### config.mk
export PLATFORM = sky130hd
export DESIGN_NAME = system_event_status_upper
export DESIGN_NICKNAME = d
export VERILOG_FILES = /design/src/include/event_status_pkg.sv /design/src/system_event_status_upper.sv
export SDC_FILE = /design/constraint.sdc
export NUM_CORES = 1
export LEC_CHECK = 0
export BUFFER_PORTS_ARGS = -buffer_cell sky130_fd_sc_hd__buf_2
export CORE_MARGIN = 2
export CORE_UTILIZATION = 41
export CTS_CLUSTER_DIAMETER = 80
export DETAILED_ROUTE_END_ITERATION = 7
export HOLD_SLACK_MARGIN = 0.15
export SYNTH_ARGS = -nofsm -noshare
export SYNTH_HDL_FRONTEND = slang
export SYNTH_SLANG_ARGS = --single-unit
### constraint.sdc
create_clock -name clk -period 3.9 [get_ports clk]
set_input_delay 0.78 -clock clk [delete_from_list [all_inputs] [get_ports clk]]
set_output_delay 0.78 -clock clk [all_outputs]
set_load 0.01 [all_outputs]
### src/include/event_status_pkg.sv
// Register map, field positions and shared types of the event status bank
package event_status_pkg;
   localparam int ADDR_W = 8;
   localparam logic [7:0] STATUS_OFF = 8'h48;
   localparam logic [7:0] MASK_OFF = 8'h4c;
   localparam logic [7:0] CTRL_OFF = 8'h50;
   localparam logic [7:0] INFO_OFF = 8'h54;
   localparam int PREJ_BIT = 1;
   localparam int DRIFT_BIT = 4;
   localparam int PIN_BIT = 5;
   localparam int DMA_DONE_BIT = 6;
   localparam int DMA_ERR_BIT = 7;
   localparam int CMD_DROP_BIT = 8;
   localparam int OVF_BIT = 9;
   localparam int UNF_BIT = 10;
   localparam int CONT_BIT = 11;
   localparam int CCA_BIT = 12;
   localparam logic [15:0] VALID_MASK = 16'h1ff2;
   localparam logic [15:0] STATUS_RST = 16'h0000;
   localparam logic [15:0] MASK_RST = 16'h0000;
   localparam int HUNT_TIMEOUT_NS = 2000;
   localparam int CLK_PERIOD_NS = 20;
   localparam int HUNT_CYCLES = (HUNT_TIMEOUT_NS + CLK_PERIOD_NS - 1)
      / CLK_PERIOD_NS;
   localparam int HUNT_W = 16;
   localparam int CTRL_HUNT_LSB = 0;
   typedef struct packed {
      logic preamble_seen;
      logic preamble_confirmed;
      logic preamble_lost;
      logic supply_temp_drift;
      logic pin_irq;
      logic dma_done;
      logic dma_auth_err;
      logic dma_xfer_err;
      logic dma_addr_conflict;
      logic fast_cmd;
      logic fast_cmd_busy;
      logic fifo_overflow;
      logic fifo_underflow;
      logic contention;
      logic cca_cmd;
      logic preamble_detect;
   } event_in_t;
   typedef struct packed {
      logic start_frame_found_flag;
      logic cmd_accept;
      logic tx_start;
      logic hunting;
   } event_out_t;
   typedef enum logic [1:0] {
      ST_IDLE,
      ST_HUNT,
      ST_TX
   } cca_state_t;
endpackage

### src/system_event_status_upper.sv
// Upper system event status register bank with assessed transmit sequencer
// What this block does
// - Writing one to bit 1 clears preamble rejection.
// - Supply or temperature drift sets bit 4.
// - Pin block interrupt sets bit 5; host queries pin block for source.
// - Writing one to bit 5 clears pin interrupt flag.
// - Crypto DMA completion sets bit 6; writing one clears it.
// - Authentication, transfer or address conflict error sets bit 7.
// - Writing one to bit 7 clears crypto DMA error.
// - Fast command while previous busy is discarded and sets bit 8.
// - Host receive FIFO overflow sets bit 9.
// - Host transmit FIFO underflow sets bit 10.
// - Failed host transaction from internal contention sets bit 11.
// - Assessed transmit hunts preamble, transmits after hunt timeout.
// - Preamble found during hunt: no transmit, idle, set bit 12.
// - Writing one to bit 12 clears channel-busy failure.
`timescale 1ns/1ps
module system_event_status_upper #(
   parameter int HUNT_DEFAULT = event_status_pkg::HUNT_CYCLES
) (
   input wire logic clk,
   input wire logic rst,
   input wire logic [7:0] avs_address,
   input wire logic avs_read,
   input wire logic avs_write,
   input wire logic [31:0] avs_writedata,
   input wire logic [3:0] avs_byteenable,
   output logic [31:0] avs_readdata,
   output logic avs_waitrequest,
   output logic irq,
   input wire event_status_pkg::event_in_t ev,
   output event_status_pkg::event_out_t evo
);
   logic [15:0] status_q;
   logic [15:0] status_d;
   logic [15:0] mask_q;
   localparam int HUNT_W_L = event_status_pkg::HUNT_W;
   logic [HUNT_W_L-1:0] hunt_len_q;
   logic [HUNT_W_L-1:0] hunt_cnt_q;
   logic ack_q;
   logic [15:0] set_v;
   logic [15:0] clr_v;
   logic wr_fire;
   logic rd_fire;
   logic cmd_busy_q;
   logic sfd_q;
   logic channel_busy_abort_ev;
   logic cca_tx_ev;
   event_status_pkg::cca_state_t state_q;

   function automatic logic hit(input logic [7:0] a, input logic [7:0] off);
      hit = (a[7:2] == off[7:2]);
   endfunction

   // One wait state: the answer comes on the edge after the request
   assign wr_fire = avs_write && ack_q;
   assign rd_fire = avs_read && ack_q;

   always_ff @(posedge clk) begin
      if (rst) begin
         ack_q <= 1'b0;
      end else begin
         ack_q <= (avs_read || avs_write) && !ack_q;
      end
   end

   always_ff @(posedge clk) begin
      if (rst) begin
         avs_waitrequest <= 1'b1;
      end else begin
         avs_waitrequest <= !((avs_read || avs_write) && !ack_q);
      end
   end

   // Event collection
   always_comb begin
      set_v = 16'h0000;
      set_v[event_status_pkg::PREJ_BIT] = ev.preamble_seen
         && ev.preamble_lost && !ev.preamble_confirmed;
      set_v[event_status_pkg::DRIFT_BIT] = ev.supply_temp_drift;
      set_v[event_status_pkg::PIN_BIT] = ev.pin_irq;
      set_v[event_status_pkg::DMA_DONE_BIT] = ev.dma_done;
      set_v[event_status_pkg::DMA_ERR_BIT] = ev.dma_auth_err
         || ev.dma_xfer_err || ev.dma_addr_conflict;
      set_v[event_status_pkg::CMD_DROP_BIT] = ev.fast_cmd
         && (ev.fast_cmd_busy || cmd_busy_q);
      set_v[event_status_pkg::OVF_BIT] = ev.fifo_overflow;
      set_v[event_status_pkg::UNF_BIT] = ev.fifo_underflow;
      set_v[event_status_pkg::CONT_BIT] = ev.contention;
      set_v[event_status_pkg::CCA_BIT] = channel_busy_abort_ev;
   end

   // Write-one-to-clear, set wins, reserved stay zero
   always_comb begin
      clr_v = 16'h0000;
      if (wr_fire && hit(avs_address, event_status_pkg::STATUS_OFF)) begin
         clr_v[7:0] = avs_byteenable[0] ? avs_writedata[7:0] : 8'h00;
         clr_v[15:8] = avs_byteenable[1] ? avs_writedata[15:8] : 8'h00;
      end
      status_d = ((status_q & ~clr_v) | set_v)
         & event_status_pkg::VALID_MASK;
   end

   always_ff @(posedge clk) begin
      if (rst) begin
         status_q <= event_status_pkg::STATUS_RST;
      end else begin
         status_q <= status_d;
      end
   end

   always_ff @(posedge clk) begin
      if (rst) begin
         mask_q <= event_status_pkg::MASK_RST;
         hunt_len_q <= HUNT_W_L'(HUNT_DEFAULT);
      end else if (wr_fire) begin
         if (hit(avs_address, event_status_pkg::MASK_OFF)) begin
            if (avs_byteenable[0]) begin
               mask_q[7:0] <= avs_writedata[7:0];
            end
            if (avs_byteenable[1]) begin
               mask_q[15:8] <= avs_writedata[15:8];
            end
         end
         if (hit(avs_address, event_status_pkg::CTRL_OFF)) begin
            if (avs_byteenable[0]) begin
               hunt_len_q[7:0] <= avs_writedata[7:0];
            end
            if (avs_byteenable[1]) begin
               hunt_len_q[15:8] <= avs_writedata[15:8];
            end
         end
      end
   end

   always_ff @(posedge clk) begin
      if (rst) begin
         irq <= 1'b0;
      end else begin
         irq <= |(status_d & mask_q);
      end
   end

   always_ff @(posedge clk) begin
      if (rst) begin
         avs_readdata <= 32'h0000_0000;
      end else if ((avs_read && !ack_q)) begin
         if (hit(avs_address, event_status_pkg::STATUS_OFF)) begin
            avs_readdata <= {16'h0000, status_q};
         end else if (hit(avs_address, event_status_pkg::MASK_OFF)) begin
            avs_readdata <= {16'h0000, mask_q};
         end else if (hit(avs_address, event_status_pkg::CTRL_OFF)) begin
            avs_readdata <= {16'h0000, hunt_len_q};
         end else if (hit(avs_address, event_status_pkg::INFO_OFF)) begin
            avs_readdata <= {28'h0000000, sfd_q, cmd_busy_q,
                             state_q};
         end else begin
            avs_readdata <= 32'h0000_0000;
         end
      end
   end

   // Start-frame flag only after preamble confirmation
   always_ff @(posedge clk) begin
      if (rst) begin
         sfd_q <= 1'b0;
      end else if (ev.preamble_seen && ev.preamble_confirmed) begin
         sfd_q <= 1'b1;
      end else if (ev.preamble_seen || ev.preamble_lost) begin
         sfd_q <= 1'b0;
      end
   end

   // Fast command acceptance; held busy one cycle after accepting
   always_ff @(posedge clk) begin
      if (rst) begin
         cmd_busy_q <= 1'b0;
      end else begin
         cmd_busy_q <= ev.fast_cmd && !ev.fast_cmd_busy && !cmd_busy_q;
      end
   end

   // Assessed transmit sequencer
   always_ff @(posedge clk) begin
      if (rst) begin
         state_q <= event_status_pkg::ST_IDLE;
         hunt_cnt_q <= '0;
      end else begin
         case (state_q)
            event_status_pkg::ST_IDLE: begin
               if (ev.cca_cmd) begin
                  state_q <= event_status_pkg::ST_HUNT;
                  hunt_cnt_q <= '0;
               end
            end
            event_status_pkg::ST_HUNT: begin
               if (ev.preamble_detect) begin
                  state_q <= event_status_pkg::ST_IDLE;
               end else if (hunt_cnt_q >= hunt_len_q - 16'h0001) begin
                  state_q <= event_status_pkg::ST_TX;
               end else begin
                  hunt_cnt_q <= hunt_cnt_q + 16'h0001;
               end
            end
            event_status_pkg::ST_TX: begin
               state_q <= event_status_pkg::ST_IDLE;
            end
            default: begin
               state_q <= event_status_pkg::ST_IDLE;
            end
         endcase
      end
   end

   assign channel_busy_abort_ev = (state_q == event_status_pkg::ST_HUNT)
      && ev.preamble_detect;
   assign cca_tx_ev = (state_q == event_status_pkg::ST_TX);

   always_ff @(posedge clk) begin
      if (rst) begin
         evo <= '0;
      end else begin
         evo.start_frame_found_flag <= sfd_q;
         evo.cmd_accept <= cmd_busy_q;
         evo.tx_start <= cca_tx_ev;
         evo.hunting <= (state_q == event_status_pkg::ST_HUNT);
      end
   end

   // Cycles spent hunting, so the hunt length can be checked
   logic [HUNT_W_L-1:0] hunt_age_q;

   always_ff @(posedge clk) begin
      if (rst) begin
         hunt_age_q <= '0;
      end else if (state_q == event_status_pkg::ST_HUNT) begin
         hunt_age_q <= hunt_age_q + 16'h0001;
      end else begin
         hunt_age_q <= '0;
      end
   end

   // Event flags and sequencer
   a_preject_sets: assert property (@(posedge clk) disable iff (rst)
      set_v[1] |=> status_q[1])
      else $error("preamble reject not latched");
   a_reject_no_sfd: assert property (@(posedge clk) disable iff (rst)
      set_v[1] |=> !sfd_q)
      else $error("start frame flag set on rejected preamble");
   a_confirm_sfd: assert property (@(posedge clk) disable iff (rst)
      (ev.preamble_seen && ev.preamble_confirmed) |=> sfd_q)
      else $error("start frame flag missing after confirmation");
   a_prej_clear: assert property (@(posedge clk) disable iff (rst)
      (clr_v[1] && !set_v[1]) |=> !status_q[1])
      else $error("preamble reject not cleared by one");
   a_drift_set: assert property (@(posedge clk) disable iff (rst)
      ev.supply_temp_drift |=> status_q[4])
      else $error("drift flag not latched");
   a_pin_set: assert property (@(posedge clk) disable iff (rst)
      ev.pin_irq |=> status_q[5])
      else $error("pin flag not latched");
   a_w1c_clears: assert property (@(posedge clk) disable iff (rst)
      (clr_v[5] && !set_v[5]) |=> !status_q[5])
      else $error("pin flag not cleared by one");
   a_dma_done_set: assert property (@(posedge clk) disable iff (rst)
      ev.dma_done |=> status_q[6])
      else $error("dma completion not latched");
   a_dma_err_set: assert property (@(posedge clk) disable iff (rst)
      (ev.dma_auth_err || ev.dma_xfer_err || ev.dma_addr_conflict)
      |=> status_q[7])
      else $error("dma error not latched");
   a_dma_err_clr: assert property (@(posedge clk) disable iff (rst)
      (clr_v[7] && !set_v[7]) |=> !status_q[7])
      else $error("dma error not cleared by one");
   a_drop_cmd: assert property (@(posedge clk) disable iff (rst)
      (ev.fast_cmd && ev.fast_cmd_busy) |=> status_q[8] && !cmd_busy_q)
      else $error("busy command not dropped");
   a_back_cmd: assert property (@(posedge clk) disable iff (rst)
      (ev.fast_cmd && cmd_busy_q) |=> status_q[8] && !cmd_busy_q)
      else $error("back to back command not dropped");
   a_cmd_accept: assert property (@(posedge clk) disable iff (rst)
      (ev.fast_cmd && !ev.fast_cmd_busy && !cmd_busy_q) |=> cmd_busy_q)
      else $error("idle command not accepted");
   a_ovf_set: assert property (@(posedge clk) disable iff (rst)
      ev.fifo_overflow |=> status_q[9])
      else $error("overflow flag not latched");
   a_unf_set: assert property (@(posedge clk) disable iff (rst)
      ev.fifo_underflow |=> status_q[10])
      else $error("underflow flag not latched");
   a_cont_set: assert property (@(posedge clk) disable iff (rst)
      ev.contention |=> status_q[11])
      else $error("contention flag not latched");
   a_hunt_enter: assert property (@(posedge clk) disable iff (rst)
      (state_q == event_status_pkg::ST_IDLE && ev.cca_cmd)
      |=> state_q == event_status_pkg::ST_HUNT)
      else $error("assessed transmit did not start hunting");
   a_hunt_tx: assert property (@(posedge clk) disable iff (rst)
      $rose(cca_tx_ev) |-> $past(state_q) == event_status_pkg::ST_HUNT
      && !$past(ev.preamble_detect))
      else $error("transmit without clean hunt");
   a_hunt_time: assert property (@(posedge clk) disable iff (rst)
      ($rose(cca_tx_ev) && $stable(hunt_len_q)) |-> hunt_age_q == hunt_len_q)
      else $error("transmit not after full hunt length");
   a_channel_busy_abort: assert property (@(posedge clk) disable iff (rst)
      channel_busy_abort_ev |=> (state_q == event_status_pkg::ST_IDLE)
      && status_q[12] ##1 !evo.tx_start)
      else $error("channel busy handling wrong");
   a_cca_clear: assert property (@(posedge clk) disable iff (rst)
      (clr_v[12] && !set_v[12]) |=> !status_q[12])
      else $error("channel busy flag not cleared by one");
   // Sticky behaviour and reserved bits
   a_sticky_hold: assert property (@(posedge clk) disable iff (rst)
      (status_q[6] && !clr_v[6]) |=> status_q[6])
      else $error("flag lost without clear");
   a_set_wins: assert property (@(posedge clk) disable iff (rst)
      (set_v[9] && clr_v[9]) |=> status_q[9])
      else $error("clear beat a new event");
   a_reserved_zero: assert property (@(posedge clk) disable iff (rst)
      (status_q & ~event_status_pkg::VALID_MASK) == 16'h0000)
      else $error("reserved bit set");

   // Bus handshake and interrupt
   a_wait_one: assert property (@(posedge clk) disable iff (rst)
      ((avs_read || avs_write) && !ack_q) |=> !avs_waitrequest)
      else $error("request not answered after one wait state");
   a_wait_single: assert property (@(posedge clk) disable iff (rst)
      !avs_waitrequest |=> avs_waitrequest)
      else $error("answer held longer than one cycle");
   a_upper_zero: assert property (@(posedge clk) disable iff (rst)
      avs_readdata[31:16] == 16'h0000)
      else $error("upper read data not zero");
   a_irq_level: assert property (@(posedge clk) disable iff (rst)
      $stable(mask_q) |-> irq == |(status_q & mask_q))
      else $error("interrupt mismatch");

   c_channel_busy_abort: cover property (@(posedge clk) disable iff (rst)
      channel_busy_abort_ev);
   c_cca_tx: cover property (@(posedge clk) disable iff (rst) cca_tx_ev);
   c_set_clear_same: cover property (@(posedge clk) disable iff (rst)
      set_v[9] && clr_v[9]);
   c_irq: cover property (@(posedge clk) disable iff (rst) $rose(irq));
endmodule

# Word level (Yosys, flattened, before mapping)
# Cells that the tools add are included.
# word_totals
regBits	101
inputBits	64
out_inout_bits	38
wordCells	82
# op_classes
addsub	2
n_lt_le_gt_ge	1
eq_ne	10
muxes	17
bitwise_logic	4
n_reduce_logical	31
# ops
op	count
2-to-1 mux 16 bit	6
one-hot mux 16 bit (2 select lines)	1
equality test 6 x 5 -> 1 bit (second input constant)	4
adder 16 x 1 -> 16 bit (second input constant)	1
AND 13 x 16 -> 16 bit	1
greater-or-equal comparator 16 bit	1
OR reduction 16 bit	1
subtractor 16 x 1 -> 16 bit (second input constant)	1
AND 13 bit	1
2-to-1 mux 13 bit	1
inverter 13 bit	1
bitwise OR 13 bit	1
AND reduction 3 bit	4
logical AND 1 bit	11
2-to-1 mux 8 bit	1
2-to-1 mux 2 bit	3
!= test 2 bit (second input constant)	3
zero test 1 bit	5
logical OR 1 bit	5
2-to-1 mux 5 bit	1
2-to-1 mux 4 bit	1
one-hot mux 2 bit (2 select lines)	1
AND reduction 4 bit	1
nonzero test 2 bit	2
6 further kinds	7

# Longest topological paths before layout
# Gate-level depths: netlist of run 1.
# logic_depth
word_depth	8
ltp_mapped	13
depth_no_buf	12

# Least setup slack after synthesis of run 1
# No wires, ideal clock.
# synth_path
path_kind	register -> register
startpoint	reg hunt_len_q[7]
endpoint	reg hunt_cnt_q[15]
setup_time_ns	0.133
arrival_time_ns	3.415
slack_ns	0.353
path_stages_with_launch	14
period_less_slack_ns	3.547
path_cell_list	dfxtp_1 -> or4_1 -> nor3_1 -> nand3_1 -> nor4_1 -> xnor2_1 -> ha_1 -> nand4_1 -> nor3_1 -> a211o_1 -> or3_1 -> buf_4 -> o311ai_0 -> a31oi_1
# synth_between
elab_chain_cells	4
# synth_rtl
element	line	source
start: declaration	system_event_status_upper.sv:38	logic [HUNT_W_L-1:0] hunt_len_q;
start signal: assignment	system_event_status_upper.sv:115	hunt_len_q <= HUNT_W_L'(HUNT_DEFAULT);
start signal: assignment	system_event_status_upper.sv:127	hunt_len_q[7:0] <= avs_writedata[7:0];
subtractor 16 x 1 -> 16 bit	system_event_status_upper.sv:199	end else if (hunt_cnt_q >= hunt_len_q - 16'h0001) begin
greater-or-equal comparator 16 bit	system_event_status_upper.sv:199	
!= test 2 bit (no source line)	n/a	
AND reduction 4 bit (no source line)	n/a	
end signal: assignment	system_event_status_upper.sv:202	hunt_cnt_q <= hunt_cnt_q + 16'h0001;
end: declaration	system_event_status_upper.sv:39	logic [HUNT_W_L-1:0] hunt_cnt_q;
# No other way between the ends.
# A chain may end at the register's enable or synchronous reset.

# Worst setup path in the final report of run 1
# layout_path
startpoint	reg hunt_len_q[7]
endpoint	reg hunt_cnt_q[7]
# The elaborated chain is that of the path after synthesis.

==> impl_metrics.prom, run 1 <==
# TYPE chip_impl_metric gauge
chip_impl_metric{name="cp_max_fo",unit=""} 10
chip_impl_metric{name="grt.overflow.total",unit=""} 0
chip_impl_metric{name="crit_arrival",unit="ns"} 3.93
chip_impl_metric{name="synthAdderAreaFrac",unit="%"} 5.05
chip_impl_metric{name="die_h",unit="um"} 108
chip_impl_metric{name="global_route_wire_length_before_repair",unit="um"} 18600
chip_impl_metric{name="synth.yosys.seq_area_share",unit="%"} 38.1
chip_impl_metric{name="groute.usage.overall",unit="%"} 20.0
chip_impl_info{name="yosys-top-cells-area",value="dfxtp_1, mux2i_1, nor2_1"} 1
chip_impl_metric{name="cts.sinks",unit=""} 85
chip_impl_metric{name="grt_pass1_vias",unit=""} 3740
chip_impl_metric{name="layout.core_utilization",unit="%"} 47.5
chip_impl_metric{name="setup_total_negative_slack",unit="ns"} 0
chip_impl_metric{name="synth-simple-area-share",unit="%"} 22.5
chip_impl_metric{name="antenna_cells_inserted",unit=""} 0
chip_impl_metric{name="floorplan.rows",unit=""} 38
chip_impl_info{name="synth-main-ff-cell",value="dfxtp_1"} 1
chip_impl_metric{name="power_density",unit="nW/um^2"} 335
chip_impl_metric{name="gp_congestion",unit=""} 0.822
chip_impl_metric{name="design.die.area",unit="um^2"} 11700
chip_impl_metric{name="clock_tree.htree_level_count",unit=""} 3
chip_impl_metric{name="clk_latency_worst_skew_pair",unit="ns"} 0.36
chip_impl_metric{name="synth_compound_gate_area_share",unit="%"} 17.9
chip_impl_info{name="hold_class",value="flip-flop to flip-flop"} 1
chip_impl_metric{name="finalClockSkew",unit="ns"} 0.00749
chip_impl_metric{name="maxSlewViolCount",unit=""} 0
chip_impl_metric{name="drt_wl_total",unit="um"} 11400
chip_impl_metric{name="post_cts.resized_instances",unit=""} 0
chip_impl_info{name="endpoint_kind",value="flip-flop"} 1
chip_impl_metric{name="io_buffer_count",unit=""} 65
chip_impl_metric{name="maximum_number_of_pins_on_one_net_before_global_route_repair",unit=""} 74
chip_impl_info{name="run_status",value="complete, no violations"} 1
chip_impl_metric{name="yosys-mux-area-fraction",unit="%"} 7.18
chip_impl_metric{name="worst_path_setup_slack_after_routing",unit="ns"} 0.210
chip_impl_metric{name="final_layout_size_suffix_gt1_share",unit="%"} 18.7
chip_impl_metric{name="synth_cells",unit=""} 514
chip_impl_metric{name="first_pass_iters",unit=""} 6
chip_impl_info{name="worst-setup-path-type",value="flip-flop to flip-flop"} 1
chip_impl_metric{name="dp.cells",unit=""} 706
chip_impl_metric{name="p_leak",unit="nW"} 1.98
chip_impl_metric{name="max-cap-violations",unit=""} 0
chip_impl_metric{name="drc",unit=""} 0
chip_impl_metric{name="time_the_final_worst_path_needs_with_i_o_delays_and_setup",unit="ns"} 3.69
chip_impl_metric{name="post_synth_xor_area_fraction",unit="%"} 2.75
chip_impl_metric{name="setup_viol",unit=""} 0
chip_impl_metric{name="vias_per_cell",unit=""} 5.52
chip_impl_metric{name="cts-hold-fix-buffers",unit=""} 0
chip_impl_metric{name="vias",unit=""} 3988
chip_impl_info{name="cts_root_buf",value="clkbuf_8"} 1
chip_impl_metric{name="dieWidth",unit="um"} 108
chip_impl_metric{name="synth.lib_cells_used.distinct",unit=""} 56
chip_impl_metric{name="ir_worst_vdd",unit="V"} 0.000252
chip_impl_info{name="top_cell_type_by_total_area_after_synthesis",value="dfxtp_1"} 1
chip_impl_metric{name="max_freq",unit="MHz"} 271
chip_impl_metric{name="final_antenna_net_count",unit=""} 0
chip_impl_metric{name="ys.warnings.count",unit=""} 0
chip_impl_metric{name="post_cts_buffers",unit=""} 0
chip_impl_metric{name="number_of_drc_markers_after_the_initial_detailed_route_iteration",unit=""} 281
chip_impl_metric{name="wl_per_cell",unit="um"} 15.8
chip_impl_metric{name="floorplan.core_area",unit="um^2"} 10700
chip_impl_metric{name="tritoncts.num_buffers",unit=""} 9
chip_impl_metric{name="detailedPlace.worstSlack",unit="ns"} 0.0565
chip_impl_metric{name="nNetsFinal",unit=""} 659
chip_impl_metric{name="worst_hold_slack",unit="ns"} 0.483
chip_impl_metric{name="final_design_area_no_fill",unit="um^2"} 5100
chip_impl_metric{name="wp_data_required",unit="ns"} 4.14
chip_impl_metric{name="synth-seq-cells",unit=""} 85
chip_impl_metric{name="postPlaceCellArea",unit="um^2"} 4880
chip_impl_metric{name="power.total",unit="mW"} 1.71
chip_impl_metric{name="total_i_o_pin_count",unit=""} 102
chip_impl_metric{name="post_synth.cell_area_avg",unit="um^2"} 8.68
chip_impl_metric{name="clk_transition_reported_paths",unit="ns"} 0.09
chip_impl_info{name="rsz0062_at_grt",value="yes"} 1
chip_impl_metric{name="synthDominantCellAreaShare",unit="%"} 38.1
chip_impl_metric{name="number_of_antenna_violations_at_the_first_check_in_global_routing",unit=""} 0
chip_impl_metric{name="post-route-period-util",unit="%"} 94.6
chip_impl_info{name="main_combinational_cell_family_by_area_after_synthesis",value="simple AND/OR/NAND/NOR gates"} 1
chip_impl_info{name="tritoncts",value="built"} 1
chip_impl_metric{name="netlist_area",unit="um^2"} 4460
chip_impl_metric{name="post_layout_nonfiller_instances",unit=""} 722
chip_impl_metric{name="area_delta_synth_final",unit="%"} 14.4
chip_impl_metric{name="maximum_buffer_depth_of_the_clock_tree",unit=""} 2
chip_impl_metric{name="async_flop_share",unit="%"} 0
chip_impl_metric{name="start_util",unit="%"} 41.5
chip_impl_metric{name="finalHoldViolCount",unit=""} 0
chip_impl_metric{name="synth_enable_flop_cells",unit=""} 0
chip_impl_metric{name="max_slew_margin",unit="%"} 19.7
chip_impl_info{name="critPathLaunchType",value="flip-flop"} 1
chip_impl_metric{name="place_hpwl",unit="um"} 8360
chip_impl_metric{name="timing_worst_slew_pin_value",unit="ns"} 1.20
## synthesized netlist by cell type, types with 4 or more instances
cell type and n:
dfxtp_1 85, nor2_1 77, nand2_1 36, mux2i_1 32, a21oi_1 27, buf_4 19, a211oi_1 18, ha_1 18
clkbuf_1 17, nor2b_1 16, o21ai_0 16, nor3_1 12, inv_1 11, xnor2_1 11, a222oi_1 10, nand3_1 10
nand4_1 9, a211o_1 7, nor4_1 7, a22oi_1 5, and3_1 5, nand2b_1 5, o211ai_1 4
## per-layer routing
layer	GRT usage [%]	share of wire (%)	up-vias	wire, um
met2	32.2	47	115	5310
met4	8.06	2.4	0	271
li1	-	-	1965	-
met1	26.6	46	1884	5210
met3	3.25	5.3	24	600
met5	0	0	-	0
## sequential cells by signal, summed over array words and instances, names as in the netlist
signal           cells
avs_readdata        16
hunt_cnt_q          16
hunt_len_q          16
mask_q              16
status_q            10
evo                  4
state_q              2
ack_q                1
avs_waitrequest      1
cmd_busy_q           1
irq                  1
sfd_q                1
## cell type report
| class | instances | area (um^2) |
|---|---|---|
| Tap cell | 140 | 175 |
| Clock buffer | 10 | 138 |
| Clock inverter | 6 | 70.1 |
| Inverter | 11 | 41.3 |
| Multi-Input combinational cell | 392 | 2560 |
| Fill cell | 1103 | 5640 |
| Sequential cell | 85 | 1700 |
| Timing Repair Buffer | 78 | 423 |
## report_power, final
| part | switching, mW | leakage (nW) | internal [mW] |
|---|---|---|---|
| logic | 0.0936 | 1.19 | 0.0563 |
| clock network | 0.338 | 0.0955 | 0.318 |
| registers | 0.0138 | 0.692 | 0.891 |
## cells in the final DEF, fill, tap and decap left out, types with 3 or more instances in the layout
cell,synthesis,routed
a211o_1,7,7
a211oi_1,18,18
a21oi_1,27,27
a222oi_1,10,10
a22oi_1,5,5
a311oi_1,3,3
a31oi_1,3,3
and2_1,3,3
and3_1,5,5
buf_2,3,65
buf_4,19,13
clkbuf_8,0,10
clkinvlp_4,0,3
conb_1,1,16
dfxtp_1,85,85
ha_1,18,18
inv_1,11,11
mux2i_1,32,32
nand2_1,36,36
nand2b_1,5,5
nand3_1,10,10
nand4_1,9,9
nor2_1,77,77
nor2b_1,16,15
nor3_1,12,11
nor3_2,2,3
nor3b_1,3,3
nor4_1,7,5
o211ai_1,4,4
o21ai_0,16,16
or4_1,3,3
xnor2_1,11,11
xor2_1,3,3
## critical path, cell delays in order (launching register included)
cell	delay, ns
dfxtp_1	0.31
or4_1	0.60
nor3_2	0.18
buf_4	0.14
nand2_1	0.07
nor3_1	0.19
xnor2_1	0.15
ha_1	0.26
nand4_1	0.17
nor3_1	0.08
a211o_1	0.38
nor3_2	0.63
and3_1	0.30
o211ai_1	0.10
## cells by family (layout without fill, tap and decap cells)
family	Yosys count	in the layout
AOI/OAI and AO/OA	112	112
xor gates and xnor gates	14	14
adders and majority gates	18	18
buffers and inverters	52	105
DFF	85	85
muxes	32	32
other	1	16
and+or+nand+nor	200	200
## path summary, 6_finish.rpt
check	from	to	slack (ns)	cells after the start
worst max-delay path	hunt_len_q[7]$_SDFFE_PP0P_	hunt_cnt_q[7]$_SDFFE_PP0P_	0.21	13
worst min-delay path	cmd_busy_q$_SDFF_PP0_	cmd_busy_q$_SDFF_PP0_	0.48	1
worst max register to register	hunt_len_q[7]$_SDFFE_PP0P_	hunt_cnt_q[7]$_SDFFE_PP0P_	0.21	13
worst min register to register	cmd_busy_q$_SDFF_PP0_	cmd_busy_q$_SDFF_PP0_	0.48	1
(Power assumes the default switching activity.)
==> run 2: changes to the inputs <==
--- a/config.mk
+++ b/config.mk
@@ -5,12 +5,15 @@
 export SDC_FILE = /design/constraint.sdc
 export NUM_CORES = 1
 export LEC_CHECK = 0
+export ABC_AREA = 1
 export BUFFER_PORTS_ARGS = -buffer_cell sky130_fd_sc_hd__buf_2
 export CORE_MARGIN = 2
 export CORE_UTILIZATION = 41
 export CTS_CLUSTER_DIAMETER = 80
 export DETAILED_ROUTE_END_ITERATION = 7
+export GPL_ROUTABILITY_DRIVEN = 0
 export HOLD_SLACK_MARGIN = 0.15
+export SLEW_MARGIN = 20
 export SYNTH_ARGS = -nofsm -noshare
 export SYNTH_HDL_FRONTEND = slang
 export SYNTH_SLANG_ARGS = --single-unit
==> run 2 against run 1 <==
Effect of this change:
- via count is 9.0% higher
- final area grew 4.3%
- die area grew 4.5%
- register-to-register slack better by 0.62 ns
- setup slack improved by 0.62 ns
- clock power rose by 33%
==> impl_metrics.prom, run 2 <==
# TYPE chip_impl_metric gauge
chip_impl_metric{name="die_h",unit="um"} 111
chip_impl_metric{name="crit_arrival",unit="ns"} 3.31
chip_impl_metric{name="synth_cells",unit=""} 677
chip_impl_metric{name="dieWidth",unit="um"} 111
chip_impl_metric{name="vias_per_cell",unit=""} 4.93
chip_impl_metric{name="wp_data_required",unit="ns"} 4.14
chip_impl_metric{name="place_hpwl",unit="um"} 8690
chip_impl_metric{name="post-route-period-util",unit="%"} 78.7
chip_impl_info{name="endpoint_kind",value="flip-flop"} 1
chip_impl_metric{name="seq_area",unit="um^2"} 1700
chip_impl_metric{name="post_layout_nonfiller_instances",unit=""} 881
chip_impl_metric{name="clock_tree.htree_level_count",unit=""} 3
chip_impl_info{name="layout_common_cells",value="nand2_1, nor2_1, dfxtp_1"} 1
chip_impl_metric{name="postPlaceCellArea",unit="um^2"} 5020
chip_impl_metric{name="antenna_cells_inserted",unit=""} 0
chip_impl_metric{name="maximum_buffer_depth_of_the_clock_tree",unit=""} 2
chip_impl_metric{name="setup_viol",unit=""} 0
chip_impl_metric{name="maximum_number_of_pins_on_one_net_before_global_route_repair",unit=""} 56
chip_impl_metric{name="clk_latency_worst_skew_pair",unit="ns"} 0.35
chip_impl_metric{name="setup_total_negative_slack",unit="ns"} 0
chip_impl_metric{name="synth.lib_cells_used.distinct",unit=""} 38
chip_impl_metric{name="max_freq",unit="MHz"} 326
chip_impl_metric{name="start_util",unit="%"} 42.5
chip_impl_metric{name="finalClockSkew",unit="ns"} 0.00637
chip_impl_metric{name="max_slew_margin",unit="%"} 56.2
chip_impl_metric{name="max_stage_delay",unit="ns"} 0.29
chip_impl_metric{name="design.die.area",unit="um^2"} 12300
chip_impl_metric{name="multiInputGateArea",unit="um^2"} 2500
chip_impl_metric{name="worst-r2r-cell-count",unit=""} 17
chip_impl_metric{name="cts-hold-fix-buffers",unit=""} 0
chip_impl_metric{name="post_cts.resized_instances",unit=""} 0
chip_impl_metric{name="synthDominantCellAreaShare",unit="%"} 36.4
chip_impl_metric{name="ir_worst_vdd",unit="V"} 0.000239
chip_impl_metric{name="synth-seq-cells",unit=""} 85
chip_impl_metric{name="timing.critical_path.buf_inv",unit=""} 3
chip_impl_metric{name="dp.cells",unit=""} 865
chip_impl_metric{name="cts.sinks",unit=""} 85
chip_impl_metric{name="synth_enable_flop_cells",unit=""} 0
chip_impl_info{name="top_cell_type_by_total_area_after_synthesis",value="dfxtp_1"} 1
chip_impl_info{name="tritoncts",value="built"} 1
chip_impl_metric{name="maxSlewViolCount",unit=""} 0
chip_impl_metric{name="tritoncts.num_buffers",unit=""} 9
chip_impl_metric{name="drt_wl_total",unit="um"} 12000
chip_impl_metric{name="timing_worst_slew_pin_value",unit="ns"} 0.657
chip_impl_info{name="critical-path-top-delay-family",value="simple AND/OR/NAND/NOR gates"} 1
chip_impl_metric{name="p_leak",unit="nW"} 2.39
chip_impl_metric{name="floorplan.core_area",unit="um^2"} 11000
chip_impl_metric{name="max-cap-violations",unit=""} 0
chip_impl_metric{name="vias",unit=""} 4347
chip_impl_info{name="rsz0062_at_grt",value="no"} 1
chip_impl_info{name="critPathLaunchType",value="flip-flop"} 1
chip_impl_info{name="synth-main-ff-cell",value="dfxtp_1"} 1
chip_impl_info{name="yosys-top-cells-count",value="nand2_1, nor2_1, dfxtp_1"} 1
chip_impl_info{name="hold_class",value="flip-flop to flip-flop"} 1
chip_impl_info{name="cp_cell_sequence",value="inv_1 > ha_1 > nand4_1 > nor3_2 > nand3_1 > nor2_1 > xor2_1 > inv_1 > ha_1 > nand2_1 > o21ai_0 > nor2_1 > nand3_2 > nand2_4 > inv_1 > nand3_1 > nand2_1"} 1
chip_impl_info{name="cp_common_cell",value="inv_1"} 1
chip_impl_info{name="worst-setup-path-type",value="flip-flop to flip-flop"} 1
chip_impl_metric{name="fillers",unit=""} 1146
chip_impl_metric{name="nNetsFinal",unit=""} 818
chip_impl_metric{name="post_cts_buffers",unit=""} 0
chip_impl_metric{name="worst-path-stages",unit=""} 17
chip_impl_metric{name="ys.warnings.count",unit=""} 0
chip_impl_metric{name="grt_pass1_vias",unit=""} 4163
chip_impl_metric{name="groute.usage.overall",unit="%"} 20.5
chip_impl_metric{name="final_layout_size_suffix_gt1_share",unit="%"} 14.7
chip_impl_metric{name="finalHoldViolCount",unit=""} 0
chip_impl_info{name="crit_path_top_delay_cell",value="dfxtp_1"} 1
chip_impl_metric{name="global_route_wire_length_before_repair",unit="um"} 20400
chip_impl_info{name="yosys-top-cells-area",value="dfxtp_1, nand2_1, nor2_1"} 1
chip_impl_metric{name="post_synth.cell_area_avg",unit="um^2"} 6.90
chip_impl_metric{name="time_the_final_worst_path_needs_with_i_o_delays_and_setup",unit="ns"} 3.07
chip_impl_metric{name="first_pass_iters",unit=""} 5
chip_impl_metric{name="clk_transition_reported_paths",unit="ns"} 0.07
chip_impl_metric{name="layout.core_utilization",unit="%"} 48.5
chip_impl_info{name="cts_root_buf",value="clkbuf_16"} 1
chip_impl_metric{name="wl_per_cell",unit="um"} 13.7
chip_impl_metric{name="async_flop_share",unit="%"} 0
chip_impl_metric{name="hold_depth",unit=""} 2
chip_impl_metric{name="cp_max_fo",unit=""} 28
chip_impl_metric{name="drc",unit=""} 0
chip_impl_info{name="mostFrequentLayoutCell",value="nand2_1"} 1
chip_impl_metric{name="total_i_o_pin_count",unit=""} 102
chip_impl_metric{name="final_antenna_net_count",unit=""} 0
chip_impl_metric{name="synth.yosys.seq_area_share",unit="%"} 36.4
chip_impl_info{name="run_status",value="complete, no violations"} 1
chip_impl_metric{name="grt.overflow.total",unit=""} 0
chip_impl_metric{name="floorplan.rows",unit=""} 38
chip_impl_metric{name="final_design_area_no_fill",unit="um^2"} 5320
chip_impl_metric{name="area_delta_synth_final",unit="%"} 14.0
chip_impl_info{name="synthMostInstantiatedCell",value="nand2_1"} 1
chip_impl_metric{name="netlist_area",unit="um^2"} 4670
chip_impl_metric{name="io_buffer_count",unit=""} 65
chip_impl_metric{name="number_of_antenna_violations_at_the_first_check_in_global_routing",unit=""} 0
chip_impl_metric{name="worst_hold_slack",unit="ns"} 0.454
chip_impl_metric{name="power_density",unit="nW/um^2"} 378
chip_impl_metric{name="number_of_drc_markers_after_the_initial_detailed_route_iteration",unit=""} 269
run 2: cell count changes after synthesis, sizes merged, moves of 11 or more:
cell    change
xor2       +11
a21oi      +24
a211oi     -18
inv        +63
nor2       +25
nand3      +24
o21ai      +34
nor2b      -16
mux2i      -32
nand2     +121
run 2: power breakdown:
| group | internal, mW | switching [mW] | leakage [nW] | total (mW) |
|---|---|---|---|---|
| logic | 0.0733 | 0.143 | 1.56 | 0.217 |
| registers | 0.897 | 0.0264 | 0.692 | 0.923 |
| clock network | 0.514 | 0.361 | 0.134 | 0.874 |
run 2: logic make-up (layout without fill, tap and decap cells):
family / count (synthesis) / after routing / share of synthesized area, %
compound gates: 124 / 124 / 14.3
xor+xnor: 15 / 15 / 2.81
fa+ha+maj: 18 / 18 / 4.82
buf+inv: 112 / 161 / 11.1
flops: 85 / 85 / 36.4
other cells: 1 / 16 / 0.0803
simple gates: 322 / 322 / 30.4
run 2: path summary, 6_finish.rpt:
path                              start                          end  slack [ns]
max          hunt_len_q[0]$_SDFFE_PP0P_  hunt_cnt_q[14]$_SDFFE_PP0P_        0.83
min                  sfd_q$_SDFFE_PP0P_            evo[3]$_SDFF_PP0_        0.45
max reg2reg  hunt_len_q[0]$_SDFFE_PP0P_  hunt_cnt_q[14]$_SDFFE_PP0P_        0.83
min reg2reg          sfd_q$_SDFFE_PP0P_            evo[3]$_SDFF_PP0_        0.45
run 2: area by class of cell:
type                    instances  area share (%)
well taps                     140            3.29
clock buffers                  11            4.56
flip-flops and latches         85            32.0
repair buffers                 69            6.67
clock inverters                 5            1.13
multi-input cells             495            47.0
inverters                      76            5.36
run 2: stage by stage:
| stage | setup WS, ns | power (mW) |
|---|---|---|
| 3_5_place_dp | 0.835 | 1.16 |
| 2_1_floorplan | 1.29 | 1.10 |
| 3_3_place_gp | 0.850 | 1.15 |
| 4_1_cts | 0.825 | 2.04 |
| 5_1_grt | 0.408 | 2.11 |
| 6_report | 0.830 | 2.01 |
run 2: worst min-delay path, delay by kind of cell (launching register included):
| kind | cells | cell delay [ns] |
|---|---|---|
| buf+inv | 1 | 0.07 |
| simple gates | 1 | 0.04 |
| flops | 1 | 0.31 |
run 2: metal layers:
metal,vias to the layer above,wire [um],track usage [%]
met5,-,0,0
met1,1925,5630,26.5
met2,112,5500,33.5
met4,0,328,9.50
met3,18,592,3.34
li1,2292,-,-
